## src/hw/flash_op_map.vh

```
// register offsets, field positions, codes and timing for the flash operation control block
`ifndef FLASH_OP_MAP_VH
`define FLASH_OP_MAP_VH

// ************************************
// register byte offsets
// ************************************
`define FOC_CTRL_OFS        12'h000
`define FOC_STAT_OFS        12'h004
`define FOC_ADDR_OFS        12'h008

// ************************************
// control register fields
// ************************************
`define FOC_START_BIT       15
`define FOC_ENABLE_BIT      14
`define FOC_ERROR_BIT       13
`define FOC_IDLE_SB_BIT     12
`define FOC_OPSEL_HI        3
`define FOC_OPSEL_LO        0
`define FOC_CTRL_RESET      16'h0000

// ************************************
// operation select codes
// ************************************
`define FOC_OP_PAGE_ERASE   4'h3
`define FOC_OP_DWORD_PROG   4'h1

// ************************************
// timing, 10 mhz clock
// ************************************
`define FOC_CLK_MHZ         10
`define FOC_ERASE_US        20000
`define FOC_PROG_US         50
`define FOC_WAKE_US         30
`define FOC_ERASE_CYC       (`FOC_ERASE_US * `FOC_CLK_MHZ)
`define FOC_PROG_CYC        (`FOC_PROG_US * `FOC_CLK_MHZ)
`define FOC_WAKE_CYC        (`FOC_WAKE_US * `FOC_CLK_MHZ)

`endif

```

## src/hw/op_timer.v

```verilog
// down counter that times one self-timed flash step
`timescale 1ns/1ps
module op_timer #(
  parameter WIDTH = 24
) (
  // clock and reset
  input  wire             sys_clk,
  input  wire             sys_rst,
  // control
  input  wire             load,
  input  wire [WIDTH-1:0] count,
  // status
  output wire             busy,
  output wire             done
);

  reg [WIDTH-1:0] cnt_q;  // remaining cycles
  reg             run_q;  // timer active
  reg             done_q; // one-cycle end pulse

  // ************************************
  // countdown
  // ************************************
  always @(posedge sys_clk) begin
    if (sys_rst) begin
      cnt_q  <= {WIDTH{1'b0}};
      run_q  <= 1'b0;
      done_q <= 1'b0;
    end else begin
      done_q <= 1'b0;
      if (load) begin
        // zero count still takes one cycle
        cnt_q <= count;
        run_q <= 1'b1;
      end else if (run_q) begin
        if (cnt_q <= {{(WIDTH-1){1'b0}}, 1'b1}) begin
          run_q  <= 1'b0;
          done_q <= 1'b1;
        end else begin
          cnt_q <= cnt_q - {{(WIDTH-1){1'b0}}, 1'b1};
        end
      end
    end
  end

  assign busy = run_q;
  assign done = done_q;

endmodule // op_timer

```

## src/hw/idle_regulator.v

```verilog
// flash regulator standby and wake-up delay during cpu idle
`timescale 1ns/1ps
`include "flash_op_map.vh"
module idle_regulator #(
  parameter WAKE_CYCLES = `FOC_WAKE_CYC
) (
  // clock and reset
  input  wire sys_clk,
  input  wire sys_rst,
  // control
  input  wire standby_en,
  input  wire idle_sync,
  // status
  output wire reg_standby,
  output wire flash_ready
);

  // wake count cut to the 16-bit counter on purpose
  localparam [31:0] WAKE_FULL = WAKE_CYCLES;
  localparam [15:0] WAKE      = WAKE_FULL[15:0];

  reg        sb_q;   // regulator in standby
  reg [15:0] wake_q; // wake cycles left

  // ************************************
  // standby and wake tracking
  // ************************************
  always @(posedge sys_clk) begin
    if (sys_rst) begin
      sb_q   <= 1'b0;
      wake_q <= 16'h0000;
    end else begin
      if (idle_sync && standby_en) begin
        sb_q   <= 1'b1;
        wake_q <= 16'h0000;
      end else if (sb_q) begin
        sb_q   <= 1'b0;
        wake_q <= WAKE;
      end else if (wake_q != 16'h0000) begin
        wake_q <= wake_q - 16'h0001;
      end
    end
  end

  assign reg_standby = sb_q;
  assign flash_ready = !sb_q && (wake_q == 16'h0000);

endmodule // idle_regulator

```

## src/hw/flash_operation_control.v

```verilog
// axi4-lite control registers and sequencer for flash program and erase
`timescale 1ns/1ps
`include "flash_op_map.vh"
module flash_operation_control #(
  parameter ERASE_CYCLES = `FOC_ERASE_CYC,
  parameter PROG_CYCLES  = `FOC_PROG_CYC,
  parameter WAKE_CYCLES  = `FOC_WAKE_CYC
) (
  // clock and resets
  input  wire        sys_clk,
  input  wire        sys_rst,
  input  wire        por_rst,
  // axi4-lite write address
  input  wire [11:0] s_axi_awaddr,
  input  wire        s_axi_awvalid,
  output wire        s_axi_awready,
  // axi4-lite write data
  input  wire [31:0] s_axi_wdata,
  input  wire [3:0]  s_axi_wstrb,
  input  wire        s_axi_wvalid,
  output wire        s_axi_wready,
  // axi4-lite write response
  output reg  [1:0]  s_axi_bresp,
  output reg         s_axi_bvalid,
  input  wire        s_axi_bready,
  // axi4-lite read address
  input  wire [11:0] s_axi_araddr,
  input  wire        s_axi_arvalid,
  output wire        s_axi_arready,
  // axi4-lite read data
  output reg  [31:0] s_axi_rdata,
  output reg  [1:0]  s_axi_rresp,
  output reg         s_axi_rvalid,
  input  wire        s_axi_rready,
  // cpu power state
  input  wire        cpu_idle,
  input  wire        power_save_instruction,
  output wire        power_save_accept,
  // flash array
  output reg         page_erase_strobe,
  output reg         dword_prog_strobe,
  output reg  [23:0] flash_addr,
  output wire        flash_busy,
  output wire        regulator_standby,
  output wire        flash_ready
);

  // ************************************
  // state encoding
  // ************************************
  localparam [1:0] ST_IDLE = 2'd0; // waiting for start
  localparam [1:0] ST_WAKE = 2'd1; // waiting for regulator
  localparam [1:0] ST_RUN  = 2'd2; // timed operation

  // counts cut to the 24-bit timer on purpose
  localparam [31:0] ERASE_FULL = ERASE_CYCLES;
  localparam [31:0] PROG_FULL  = PROG_CYCLES;
  localparam [23:0] ERASE_CNT  = ERASE_FULL[23:0];
  localparam [23:0] PROG_CNT   = PROG_FULL[23:0];

  // ************************************
  // register state
  // ************************************
  reg        start_q;     // launch bit
  reg        enable_q;    // write enable
  reg        error_q;     // bad sequence flag
  reg        idle_sb_q;   // regulator standby in idle
  reg [3:0]  opsel_q;     // operation select
  reg [23:0] addr_q;      // target address
  reg [1:0]  state_q;     // sequencer state
  reg [1:0]  state_d;
  reg        aw_held_q;   // write address latched
  reg        w_held_q;    // write data latched
  reg [11:0] awaddr_q;
  reg [31:0] wdata_q;
  reg [3:0]  wstrb_q;
  reg        idle_m_q;    // idle synchroniser stage 1
  reg        idle_s_q;    // idle synchroniser stage 2
  reg        launch_q;    // one-cycle timer load
  reg [23:0] load_cnt_q;

  wire       tmr_busy;
  wire       tmr_done;
  wire       op_valid;
  wire [3:0] opsel_new;   // select that a start will use
  wire       wr_fire;
  wire       ctrl_wr;
  wire       start_set;
  wire [15:0] ctrl_rd;

  // only two codes do anything
  // a start judges the select written alongside it, not the stale one
  assign opsel_new = (ctrl_wr && wstrb_q[0] && !start_q) ? wdata_q[`FOC_OPSEL_HI:`FOC_OPSEL_LO] : opsel_q;
  assign op_valid  = (opsel_new == `FOC_OP_PAGE_ERASE) || (opsel_new == `FOC_OP_DWORD_PROG);

  // ************************************
  // axi write channel capture
  // ************************************
  // address and data accepted in either order
  assign s_axi_awready = !aw_held_q && !s_axi_bvalid;
  assign s_axi_wready  = !w_held_q && !s_axi_bvalid;
  assign wr_fire       = aw_held_q && w_held_q && !s_axi_bvalid;
  assign ctrl_wr       = wr_fire && (awaddr_q == `FOC_CTRL_OFS);
  assign start_set     = ctrl_wr && wstrb_q[1] && wdata_q[`FOC_START_BIT];

  // latch each channel, respond once both are held
  always @(posedge sys_clk) begin
    if (sys_rst) begin
      aw_held_q    <= 1'b0;
      w_held_q     <= 1'b0;
      awaddr_q     <= 12'h000;
      wdata_q      <= 32'h00000000;
      wstrb_q      <= 4'h0;
      s_axi_bvalid <= 1'b0;
      s_axi_bresp  <= 2'b00;
    end else begin
      if (s_axi_awvalid && s_axi_awready) begin
        aw_held_q <= 1'b1;
        awaddr_q  <= s_axi_awaddr;
      end
      if (s_axi_wvalid && s_axi_wready) begin
        w_held_q <= 1'b1;
        wdata_q  <= s_axi_wdata;
        wstrb_q  <= s_axi_wstrb;
      end
      if (wr_fire) begin
        aw_held_q    <= 1'b0;
        w_held_q     <= 1'b0;
        s_axi_bvalid <= 1'b1;
        // unmapped offsets answer slverr
        if (awaddr_q == `FOC_CTRL_OFS || awaddr_q == `FOC_ADDR_OFS ||
            awaddr_q == `FOC_STAT_OFS) begin
          s_axi_bresp <= 2'b00;
        end else begin
          s_axi_bresp <= 2'b10;
        end
      end else if (s_axi_bvalid && s_axi_bready) begin
        s_axi_bvalid <= 1'b0;
      end
    end
  end

  // ************************************
  // power-on fields
  // ************************************
  // select cleared only by power-on reset
  always @(posedge sys_clk) begin
    if (por_rst) begin
      opsel_q <= 4'h0;
    end else if (ctrl_wr && wstrb_q[0] && !start_q) begin
      // locked while an operation runs
      opsel_q <= wdata_q[`FOC_OPSEL_HI:`FOC_OPSEL_LO];
    end
  end

  // ************************************
  // control bits and address
  // ************************************
  always @(posedge sys_clk) begin
    if (sys_rst) begin
      enable_q  <= 1'b0;
      error_q   <= 1'b0;
      idle_sb_q <= 1'b0;
      addr_q    <= 24'h000000;
      start_q   <= 1'b0;
    end else begin
      if (ctrl_wr && wstrb_q[1]) begin
        enable_q  <= wdata_q[`FOC_ENABLE_BIT];
        idle_sb_q <= wdata_q[`FOC_IDLE_SB_BIT];
        // software may only clear the error flag
        if (!wdata_q[`FOC_ERROR_BIT]) begin
          error_q <= 1'b0;
        end
      end
      if (wr_fire && awaddr_q == `FOC_ADDR_OFS && !start_q) begin
        addr_q <= wdata_q[23:0];
      end
      if (start_set && !start_q) begin
        // enable counts from the same write as start
        if (wdata_q[`FOC_ENABLE_BIT] && op_valid) begin
          start_q <= 1'b1;
        end else begin
          // set wins over any same-cycle clear
          error_q <= 1'b1;
        end
      end else if (tmr_done) begin
        start_q <= 1'b0;
      end
    end
  end

  // ************************************
  // idle synchroniser
  // ************************************
  always @(posedge sys_clk) begin
    if (sys_rst) begin
      idle_m_q <= 1'b0;
      idle_s_q <= 1'b0;
    end else begin
      idle_m_q <= cpu_idle;
      idle_s_q <= idle_m_q;
    end
  end

  // ************************************
  // sequencer next state
  // ************************************
  always @* begin
    state_d = state_q;
    case (state_q)
      ST_IDLE: begin
        if (start_q && !tmr_busy && !launch_q) begin
          state_d = ST_WAKE;
        end
      end
      ST_WAKE: begin
        if (flash_ready) begin
          state_d = ST_RUN;
        end
      end
      ST_RUN: begin
        if (tmr_done) begin
          state_d = ST_IDLE;
        end
      end
      default: begin
        state_d = ST_IDLE;
      end
    endcase
  end

  // ************************************
  // sequencer registers and strobes
  // ************************************
  always @(posedge sys_clk) begin
    if (sys_rst) begin
      state_q           <= ST_IDLE;
      launch_q          <= 1'b0;
      load_cnt_q        <= 24'h000000;
      page_erase_strobe <= 1'b0;
      dword_prog_strobe <= 1'b0;
      flash_addr        <= 24'h000000;
    end else begin
      state_q           <= state_d;
      launch_q          <= 1'b0;
      page_erase_strobe <= 1'b0;
      dword_prog_strobe <= 1'b0;
      if (state_q == ST_WAKE && flash_ready) begin
        launch_q <= 1'b1;
        if (opsel_q == `FOC_OP_PAGE_ERASE) begin
          page_erase_strobe <= 1'b1;
          load_cnt_q        <= ERASE_CNT;
          flash_addr        <= addr_q;
        end else begin
          dword_prog_strobe <= 1'b1;
          load_cnt_q        <= PROG_CNT;
          flash_addr        <= {addr_q[23:2], 2'b00};
        end
      end
    end
  end

  // ************************************
  // helpers
  // ************************************
  op_timer #(
    .WIDTH (24)
  ) u_timer (
    .sys_clk (sys_clk),
    .sys_rst (sys_rst),
    .load    (launch_q),
    .count   (load_cnt_q),
    .busy    (tmr_busy),
    .done    (tmr_done)
  );

  idle_regulator #(
    .WAKE_CYCLES (WAKE_CYCLES)
  ) u_reg (
    .sys_clk     (sys_clk),
    .sys_rst     (sys_rst),
    .standby_en  (idle_sb_q),
    .idle_sync   (idle_s_q),
    .reg_standby (regulator_standby),
    .flash_ready (flash_ready)
  );

  assign flash_busy = start_q;

  assign power_save_accept = power_save_instruction && !start_q;

  // ************************************
  // axi read channel
  // ************************************
  // bits 11-4 read as zero
  assign ctrl_rd = {start_q, enable_q, error_q, idle_sb_q, 8'h00, opsel_q};
  assign s_axi_arready = !s_axi_rvalid;

  always @(posedge sys_clk) begin
    if (sys_rst) begin
      s_axi_rvalid <= 1'b0;
      s_axi_rdata  <= 32'h00000000;
      s_axi_rresp  <= 2'b00;
    end else if (s_axi_arvalid && s_axi_arready) begin
      s_axi_rvalid <= 1'b1;
      s_axi_rresp  <= 2'b00;
      case (s_axi_araddr)
        `FOC_CTRL_OFS: s_axi_rdata <= {16'h0000, ctrl_rd};
        `FOC_STAT_OFS: s_axi_rdata <= {26'h0000000, flash_ready, regulator_standby,
                                       tmr_busy, state_q, start_q};
        `FOC_ADDR_OFS: s_axi_rdata <= {8'h00, addr_q};
        default: begin
          s_axi_rdata <= 32'h00000000;
          s_axi_rresp <= 2'b10;
        end
      endcase
    end else if (s_axi_rvalid && s_axi_rready) begin
      s_axi_rvalid <= 1'b0;
    end
  end

endmodule // flash_operation_control

```

## config.mk

```make
export PLATFORM = sky130hd
export DESIGN_NAME = flash_operation_control
export DESIGN_NICKNAME = d
export VERILOG_FILES = /design/src/hw/op_timer.v /design/src/hw/idle_regulator.v /design/src/hw/flash_operation_control.v
export VERILOG_INCLUDE_DIRS = /design/src /design/src/hw
export SDC_FILE = /design/constraint.sdc
export NUM_CORES = 1
export LEC_CHECK = 0
export BUFFER_PORTS_ARGS = -buffer_cell sky130_fd_sc_hd__buf_2
export CAP_MARGIN = 10
export CELL_PAD_IN_SITES_DETAIL_PLACEMENT = 0
export CELL_PAD_IN_SITES_GLOBAL_PLACEMENT = 1
export CORE_MARGIN = 2
export CORE_UTILIZATION = 42
export CTS_CLUSTER_SIZE = 12
export DETAILED_ROUTE_END_ITERATION = 6
export PLACE_DENSITY = 0.8
export SETUP_SLACK_MARGIN = 0.2
export SKIP_LAST_GASP = 1
export SYNTH_ARGS = -nofsm -noshare
export SYNTH_HDL_FRONTEND = slang
export SYNTH_HIERARCHICAL = 1
export SYNTH_SLANG_ARGS = --single-unit
```

## constraint.sdc

```tcl
create_clock -name sys_clk -period 2.75 [get_ports sys_clk]
set_input_delay 0.55 -clock sys_clk [delete_from_list [all_inputs] [get_ports sys_clk]]
set_output_delay 0.55 -clock sys_clk [all_outputs]
set_load 0.02 [all_outputs]
```

# Word level (Yosys, flattened, before mapping)
# Cells that the tools add are included.
# totals
elab_cells	137
regBits	208
in_bits	70
out_inout_bits	71
# op_classes
n_mux	34
n_addsub	2
magnitude_cmp	1
n_reduce_logical	54
n_bitwise	2
n_eq_ne	14
# op_table
operator	n
2-to-1 mux 24 bit	3
one-hot mux 24 bit (3 select lines)	1
== test 12 x 3 -> 1 bit (second input constant)	2
== test 12 x 4 -> 1 bit (second input constant)	2
<= comparator 24 x 1 -> 1 bit (second input constant)	1
logical AND 1 bit	24
zero test 12 bit	2
subtractor 24 x 1 -> 24 bit (second input constant)	1
2-to-1 mux 1 bit	19
2-to-1 mux 18 bit	1
2-to-1 mux 9 bit	2
zero test 16 bit	1
nonzero test 16 bit	1
subtractor 16 x 1 -> 16 bit (second input constant)	1
2-to-1 mux 2 bit	6
nonzero test 2 bit	5
OR reduction 3 bit	3
== test 4 x 2 -> 1 bit (second input constant)	2
zero test 1 bit	8
inequality test 2 bit (second input constant)	3
one-hot mux 2 bit (3 select lines)	1
OR reduction 2 bit	3
== test 4 x 1 -> 1 bit (second input constant)	1
2-to-1 mux 4 bit	1
8 further kinds	13

# Logic depth before layout (Yosys ltp)
# depth
ltp_word	11
ltp_mapped	10

# By module
# The synthesis kept the hierarchy.
# by_module_without_submodules
mod	seq_area_each_um2	area_each_um2	n_inst	cells_per_inst
flash_operation_control	2682.6	5048.6	1	540
op_timer	520.5	1537.7	1	180
idle_regulator	340.3	897.1	1	101

# Worst setup path before layout
# OpenSTA, ideal clock, no wires.
# synth_path
kind	reg2reg
startpoint	reg u_reg.wake_q[12]
endpoint	reg flash_addr[6]
synth_period_minus_slack_ns	2.585
t_arrival_ns	2.525
slack_ns	0.165
stages_incl_launch_ff	8
required_ns	2.690
path_cell_list	dfxtp_1 -> nor4_1 -> nand4_1 -> nor2_1 -> nand2_1 -> nor3_1 -> clkbuf_1 -> a22o_1
# synth_via
elab_chain_len	3
# synth_lines
element	line_no	rtl
from (decl)	idle_regulator.v:23	reg [15:0] wake_q;
from (signal assigned)	idle_regulator.v:40	wake_q <= wake_q - 16'h0001;
zero test 16 bit	idle_regulator.v:46	assign flash_ready = !sb_q && (wake_q == 16'h0000);
logical AND 1 bit	idle_regulator.v:46	
net flash_ready	flash_operation_control.v:45	output wire flash_ready
logical AND 1 bit	flash_operation_control.v:248	if (state_q == ST_WAKE && flash_ready) begin
to (signal assigned)	flash_operation_control.v:253	flash_addr <= addr_q;
to (signal assigned)	flash_operation_control.v:257	flash_addr <= {addr_q[23:2], 2'b00};
to (decl)	flash_operation_control.v:42	output reg [23:0] flash_addr,
# The timed path passes the listed nets, and every way through them passes these cells.
# A chain may end at the register's enable or synchronous reset.

# Final worst setup path
# layout_path
startpoint	reg u_reg.wake_q[0]
endpoint	out flash_ready
# layout_via
elab_chain_len	2
# layout_lines
element	line_no
zero test 16 bit	idle_regulator.v:46
logical AND 1 bit	idle_regulator.v:46
to (decl)	flash_operation_control.v:45
# Every way passes these cells.

==> impl_metrics.xml <==
<?xml version="1.0" encoding="UTF-8"?>
<metrics>
  <group name="run_status">
    <metric name="outcome" unit="">complete, no violations</metric>
  </group>
  <group name="detailed_routing">
    <metric name="vias_per_cell" unit="">5.26</metric>
    <metric name="drt_pre_antenna_iters" unit="">4</metric>
    <metric name="drt-total-wl" unit="mm">18.5</metric>
    <metric name="detail_route.drc_violations" unit="">0</metric>
    <metric name="ant_nets" unit="">0</metric>
    <metric name="route.vias.total" unit="">6252</metric>
    <metric name="drtIter0Drc" unit="">408</metric>
    <metric name="route.detailed.wl_per_inst" unit="um">15.6</metric>
  </group>
  <group name="sta">
    <metric name="max_clock_freq" unit="GHz">0.419</metric>
    <metric name="maxSlewViolCount" unit="">0</metric>
    <metric name="layout_worst_path_cycle_share" unit="">0.868</metric>
    <metric name="final-setup-viol-count" unit="">0</metric>
    <metric name="finalHoldViolCount" unit="">0</metric>
    <metric name="setup_clock_skew_after_layout" unit="ps">10.7</metric>
    <metric name="relSlewSlack" unit="">0.420</metric>
    <metric name="worst_margin_slew" unit="ps">867</metric>
    <metric name="rsz_0062_raised_after_global_routing" unit="">false</metric>
    <metric name="setup_total_negative_slack" unit="ps">0</metric>
    <metric name="fin_crit" unit="ps">2390</metric>
  </group>
  <group name="finish">
    <metric name="finalNetCount" unit="">1023</metric>
    <metric name="diode_count" unit="">0</metric>
    <metric name="final_layout_size_suffix_gt1_frac" unit="">0.253</metric>
    <metric name="syn_to_final_growth" unit="%">19.6</metric>
    <metric name="final_cell_count_no_fill" unit="">1188</metric>
  </group>
  <group name="synthesis">
    <metric name="yosys-top-cells-area" unit="">sky130_fd_sc_hd__dfxtp_1 (47%), sky130_fd_sc_hd__a21oi_1 (5.8%), sky130_fd_sc_hd__nand2_1 (4.1%)</metric>
    <metric name="ys.warnings.count" unit="">6</metric>
    <metric name="synthCells" unit="">821</metric>
    <metric name="post_synth.cell_area_avg" unit="sq um">9.12</metric>
    <metric name="post-synth-top-area-fraction" unit="">0.473</metric>
    <metric name="synth_cell_type_count" unit="">72</metric>
    <metric name="synth_edf_count" unit="">0</metric>
    <metric name="netlist_area" unit="sq um">7480</metric>
    <metric name="synth_async_sr_flop_share" unit="">0</metric>
    <metric name="synthFlopType" unit="">sky130_fd_sc_hd__dfxtp_1</metric>
    <metric name="synth_seq_area_share" unit="">0.473</metric>
    <metric name="largest_area_contributor_in_the_netlist" unit="">sky130_fd_sc_hd__dfxtp_1</metric>
    <metric name="synth-seq-cells" unit="">177</metric>
  </group>
  <group name="global_routing">
    <metric name="track_usage" unit="">0.204</metric>
    <metric name="grt_antenna_before_repair" unit="">0</metric>
    <metric name="global_route_wire_length_before_repair" unit="mm">30.0</metric>
    <metric name="globalRouteOverflowTotal" unit="">0</metric>
    <metric name="first_global_vias" unit="">5894</metric>
    <metric name="grt_start_max_net_pins" unit="">47</metric>
  </group>
  <group name="place">
    <metric name="place.port_buffers" unit="">120</metric>
    <metric name="place.gp.congestion" unit="">0.815</metric>
    <metric name="place.detailed.hpwl" unit="mm">13.0</metric>
    <metric name="post-place-cells" unit="">1156</metric>
  </group>
  <group name="clock_tree">
    <metric name="number_of_buffers_added_by_the_clock_tree_synthesis_step" unit="">17</metric>
    <metric name="clk_pin_slew_worst_paths" unit="ps">70</metric>
    <metric name="cts.sinks" unit="">177</metric>
    <metric name="clk_latency" unit="ps">430</metric>
    <metric name="cts-hold-fix-buffers" unit="">0</metric>
    <metric name="cts-root-to-sink-buffers" unit="">2</metric>
    <metric name="clock_tree.htree_level_count" unit="">4</metric>
    <metric name="cts_tree" unit="">built</metric>
    <metric name="cts_root_buf" unit="">sky130_fd_sc_hd__clkbuf_16</metric>
  </group>
  <group name="floorplanning">
    <metric name="initial_core_util" unit="">0.431</metric>
    <metric name="floorplan.die.height" unit="um">137</metric>
    <metric name="total_die_area" unit="sq um">18900</metric>
    <metric name="design.core.area" unit="sq um">17400</metric>
    <metric name="floorplan.die.width" unit="um">137</metric>
    <metric name="floorplan.rows" unit="">48</metric>
    <metric name="boundaryPins" unit="">141</metric>
  </group>
  <group name="worst_hold_path">
    <metric name="hold-path-cell-count" unit="">2</metric>
    <metric name="hp-start" unit="">s_axi_rready</metric>
    <metric name="hold_path_class" unit="">primary input to register</metric>
    <metric name="worst_hold_path.endpoint" unit="">s_axi_rvalid$_SDFFE_PP0P_</metric>
  </group>
  <group name="pwr">
    <metric name="p_per_area" unit="nW/um^2">718</metric>
    <metric name="total_power" unit="mW">6.42</metric>
    <metric name="p_sw" unit="mW">1.94</metric>
    <metric name="ir_drop" unit="mV">0.576</metric>
    <metric name="pwr-share-comb" unit="">0.184</metric>
    <metric name="sw_ratio" unit="">0.303</metric>
    <metric name="intPower" unit="mW">4.48</metric>
    <metric name="power_leakage" unit="nW">3.55</metric>
    <metric name="share_clk_of_total_power" unit="">0.369</metric>
    <metric name="seqPwrFrac" unit="">0.447</metric>
  </group>
  <group name="job">
    <metric name="maxCapViolCount" unit="">0</metric>
  </group>
  <group name="setup_path">
    <metric name="path_max_fanout" unit="">4</metric>
    <metric name="worstReg2RegStart" unit="">u_timer/cnt_q[3]$_SDFFE_PP0P_</metric>
    <metric name="crit_arrival" unit="ps">1840</metric>
    <metric name="setup.reg_to_reg.worst_slack" unit="ps">440</metric>
    <metric name="crit_type" unit="">register to output port</metric>
    <metric name="critical_path_required" unit="ps">2200</metric>
    <metric name="endpoint_of_the_worst_register_to_register_path" unit="">u_timer/cnt_q[0]$_SDFFE_PP0P_</metric>
    <metric name="critical_path.startpoint_type" unit="">register</metric>
    <metric name="critPathCaptureType" unit="">output port</metric>
    <metric name="r2r.worst_path.cells" unit="">5</metric>
  </group>
</metrics>
## area by class of cell
cell class,instances,area (sq um)
inverter,15,56.3
clock buffer,20,467
timing repair buffer,144,783
fill,1680,8410
multi-input combinational,595,3700
tap,225,282
sequential,177,3540
clock inverter,12,114
## sequential cells by signal, summed over array words and instances, names as in the netlist, 2 cells and up
register / flops
u_reg/wake_q: 16
wdata_q: 24
flash_addr: 24
addr_q: 24
state_q: 2
load_cnt_q: 3
u_timer/cnt_q: 24
wstrb_q: 2
opsel_q: 4
awaddr_q: 12
s_axi_rdata: 24
## worst max-delay path by stage
stage,to,depth (start not counted),startpoint,slack (ps)
after floorplan,flash_addr[6]$_SDFFE_PP0P_,7,u_reg/wake_q[12]$_SDFFE_PP0P_,290
after global placement,u_timer/cnt_q[0]$_SDFFE_PP0P_,5,u_timer/cnt_q[2]$_SDFFE_PP0P_,460
after detailed placement,u_timer/cnt_q[0]$_SDFFE_PP0P_,5,u_timer/cnt_q[3]$_SDFFE_PP0P_,460
after CTS,flash_ready,6,u_reg/wake_q[0]$_SDFFE_PP0P_,220
after global routing,flash_ready,6,u_reg/wake_q[0]$_SDFFE_PP0P_,220
final,flash_ready,6,u_reg/wake_q[0]$_SDFFE_PP0P_,360
## cell usage after synthesis, types with 12 or more instances
master and n:
sky130_fd_sc_hd__dfxtp_1 177, sky130_fd_sc_hd__a21oi_1 86, sky130_fd_sc_hd__nand2_1 82, sky130_fd_sc_hd__nor2_1 63
sky130_fd_sc_hd__o21ai_0 45, sky130_fd_sc_hd__clkbuf_1 35, sky130_fd_sc_hd__nand3_1 32, sky130_fd_sc_hd__a22o_1 28
sky130_fd_sc_hd__a211oi_1 19, sky130_fd_sc_hd__xnor2_1 19, sky130_fd_sc_hd__mux2i_1 16, sky130_fd_sc_hd__inv_1 14
sky130_fd_sc_hd__nor3_1 13, sky130_fd_sc_hd__nor4_1 12
## cells in the final DEF, fill, tap and decap left out, drive strengths merged, types with 7 or more instances in the layout
cell type and n:
nor2 73, nor3 13, or3 11, mux2i 16, nor2b 7, a211oi 23
or4 10, a22o 28, buf 144, conb 24, a22oi 17, or2 7
nor4 18, inv 23, and4 7, a21oi 86, nand3 32, nand2 83
clkbuf 20, nor3b 7, dfxtp 177, xnor2 19, o21ai 45
## power groups by stage
stage	combinational [mW]	clock, mW	sequential (mW)
final	1.18	2.37	2.87
after global routing	1.32	2.53	2.90
after CTS	1.18	2.43	2.87
after detailed placement	1.17	0	2.93
after global placement	1.16	0	2.92
after floorplan	0.864	0	2.90
## metal layers
layer / GRT usage / vias up / wire length, um
met5: 0 / - / 0
met4: 0.0601 / 0 / 198
met3: 0.0574 / 13 / 925
met2: 0.332 / 112 / 8800
met1: 0.263 / 2922 / 8620
li1: - / 3205 / -
## logic make-up after synthesis
family,share of synthesized area
AOI/OAI and AO/OA,0.208
xor gates and xnor gates,0.0222
adders and majority gates,0.00502
buffers and inverters,0.0468
DFF,0.473
muxes,0.0289
other,0.000501
and+or+nand+nor,0.215
## worst max-delay path: stages, from the launching register on
cell and delay [ps]:
sky130_fd_sc_hd__dfxtp_1 330, sky130_fd_sc_hd__inv_1 80, sky130_fd_sc_hd__ha_1 200, sky130_fd_sc_hd__nor3b_2 200, sky130_fd_sc_hd__nand4_1 190, sky130_fd_sc_hd__nor2_4 200
sky130_fd_sc_hd__buf_2 210
## stage by stage
step	worst slack (ps)	area, sq um	hold WS, ps	utilization
5_1_grt	217	8950	283	0.516
2_1_floorplan	287	7570	414	-
3_3_place_gp	463	8360	439	0.482
6_report	362	8950	304	0.516
4_1_cts	224	8940	280	0.515
3_5_place_dp	463	8360	435	0.482
## repair_timing
action	in CTS	in global routing
buffers inserted	0	0
gates resized for setup	0	2
hold endpoints to repair	0	0
setup endpoints to repair	0	1
(Power assumes the default switching activity.)
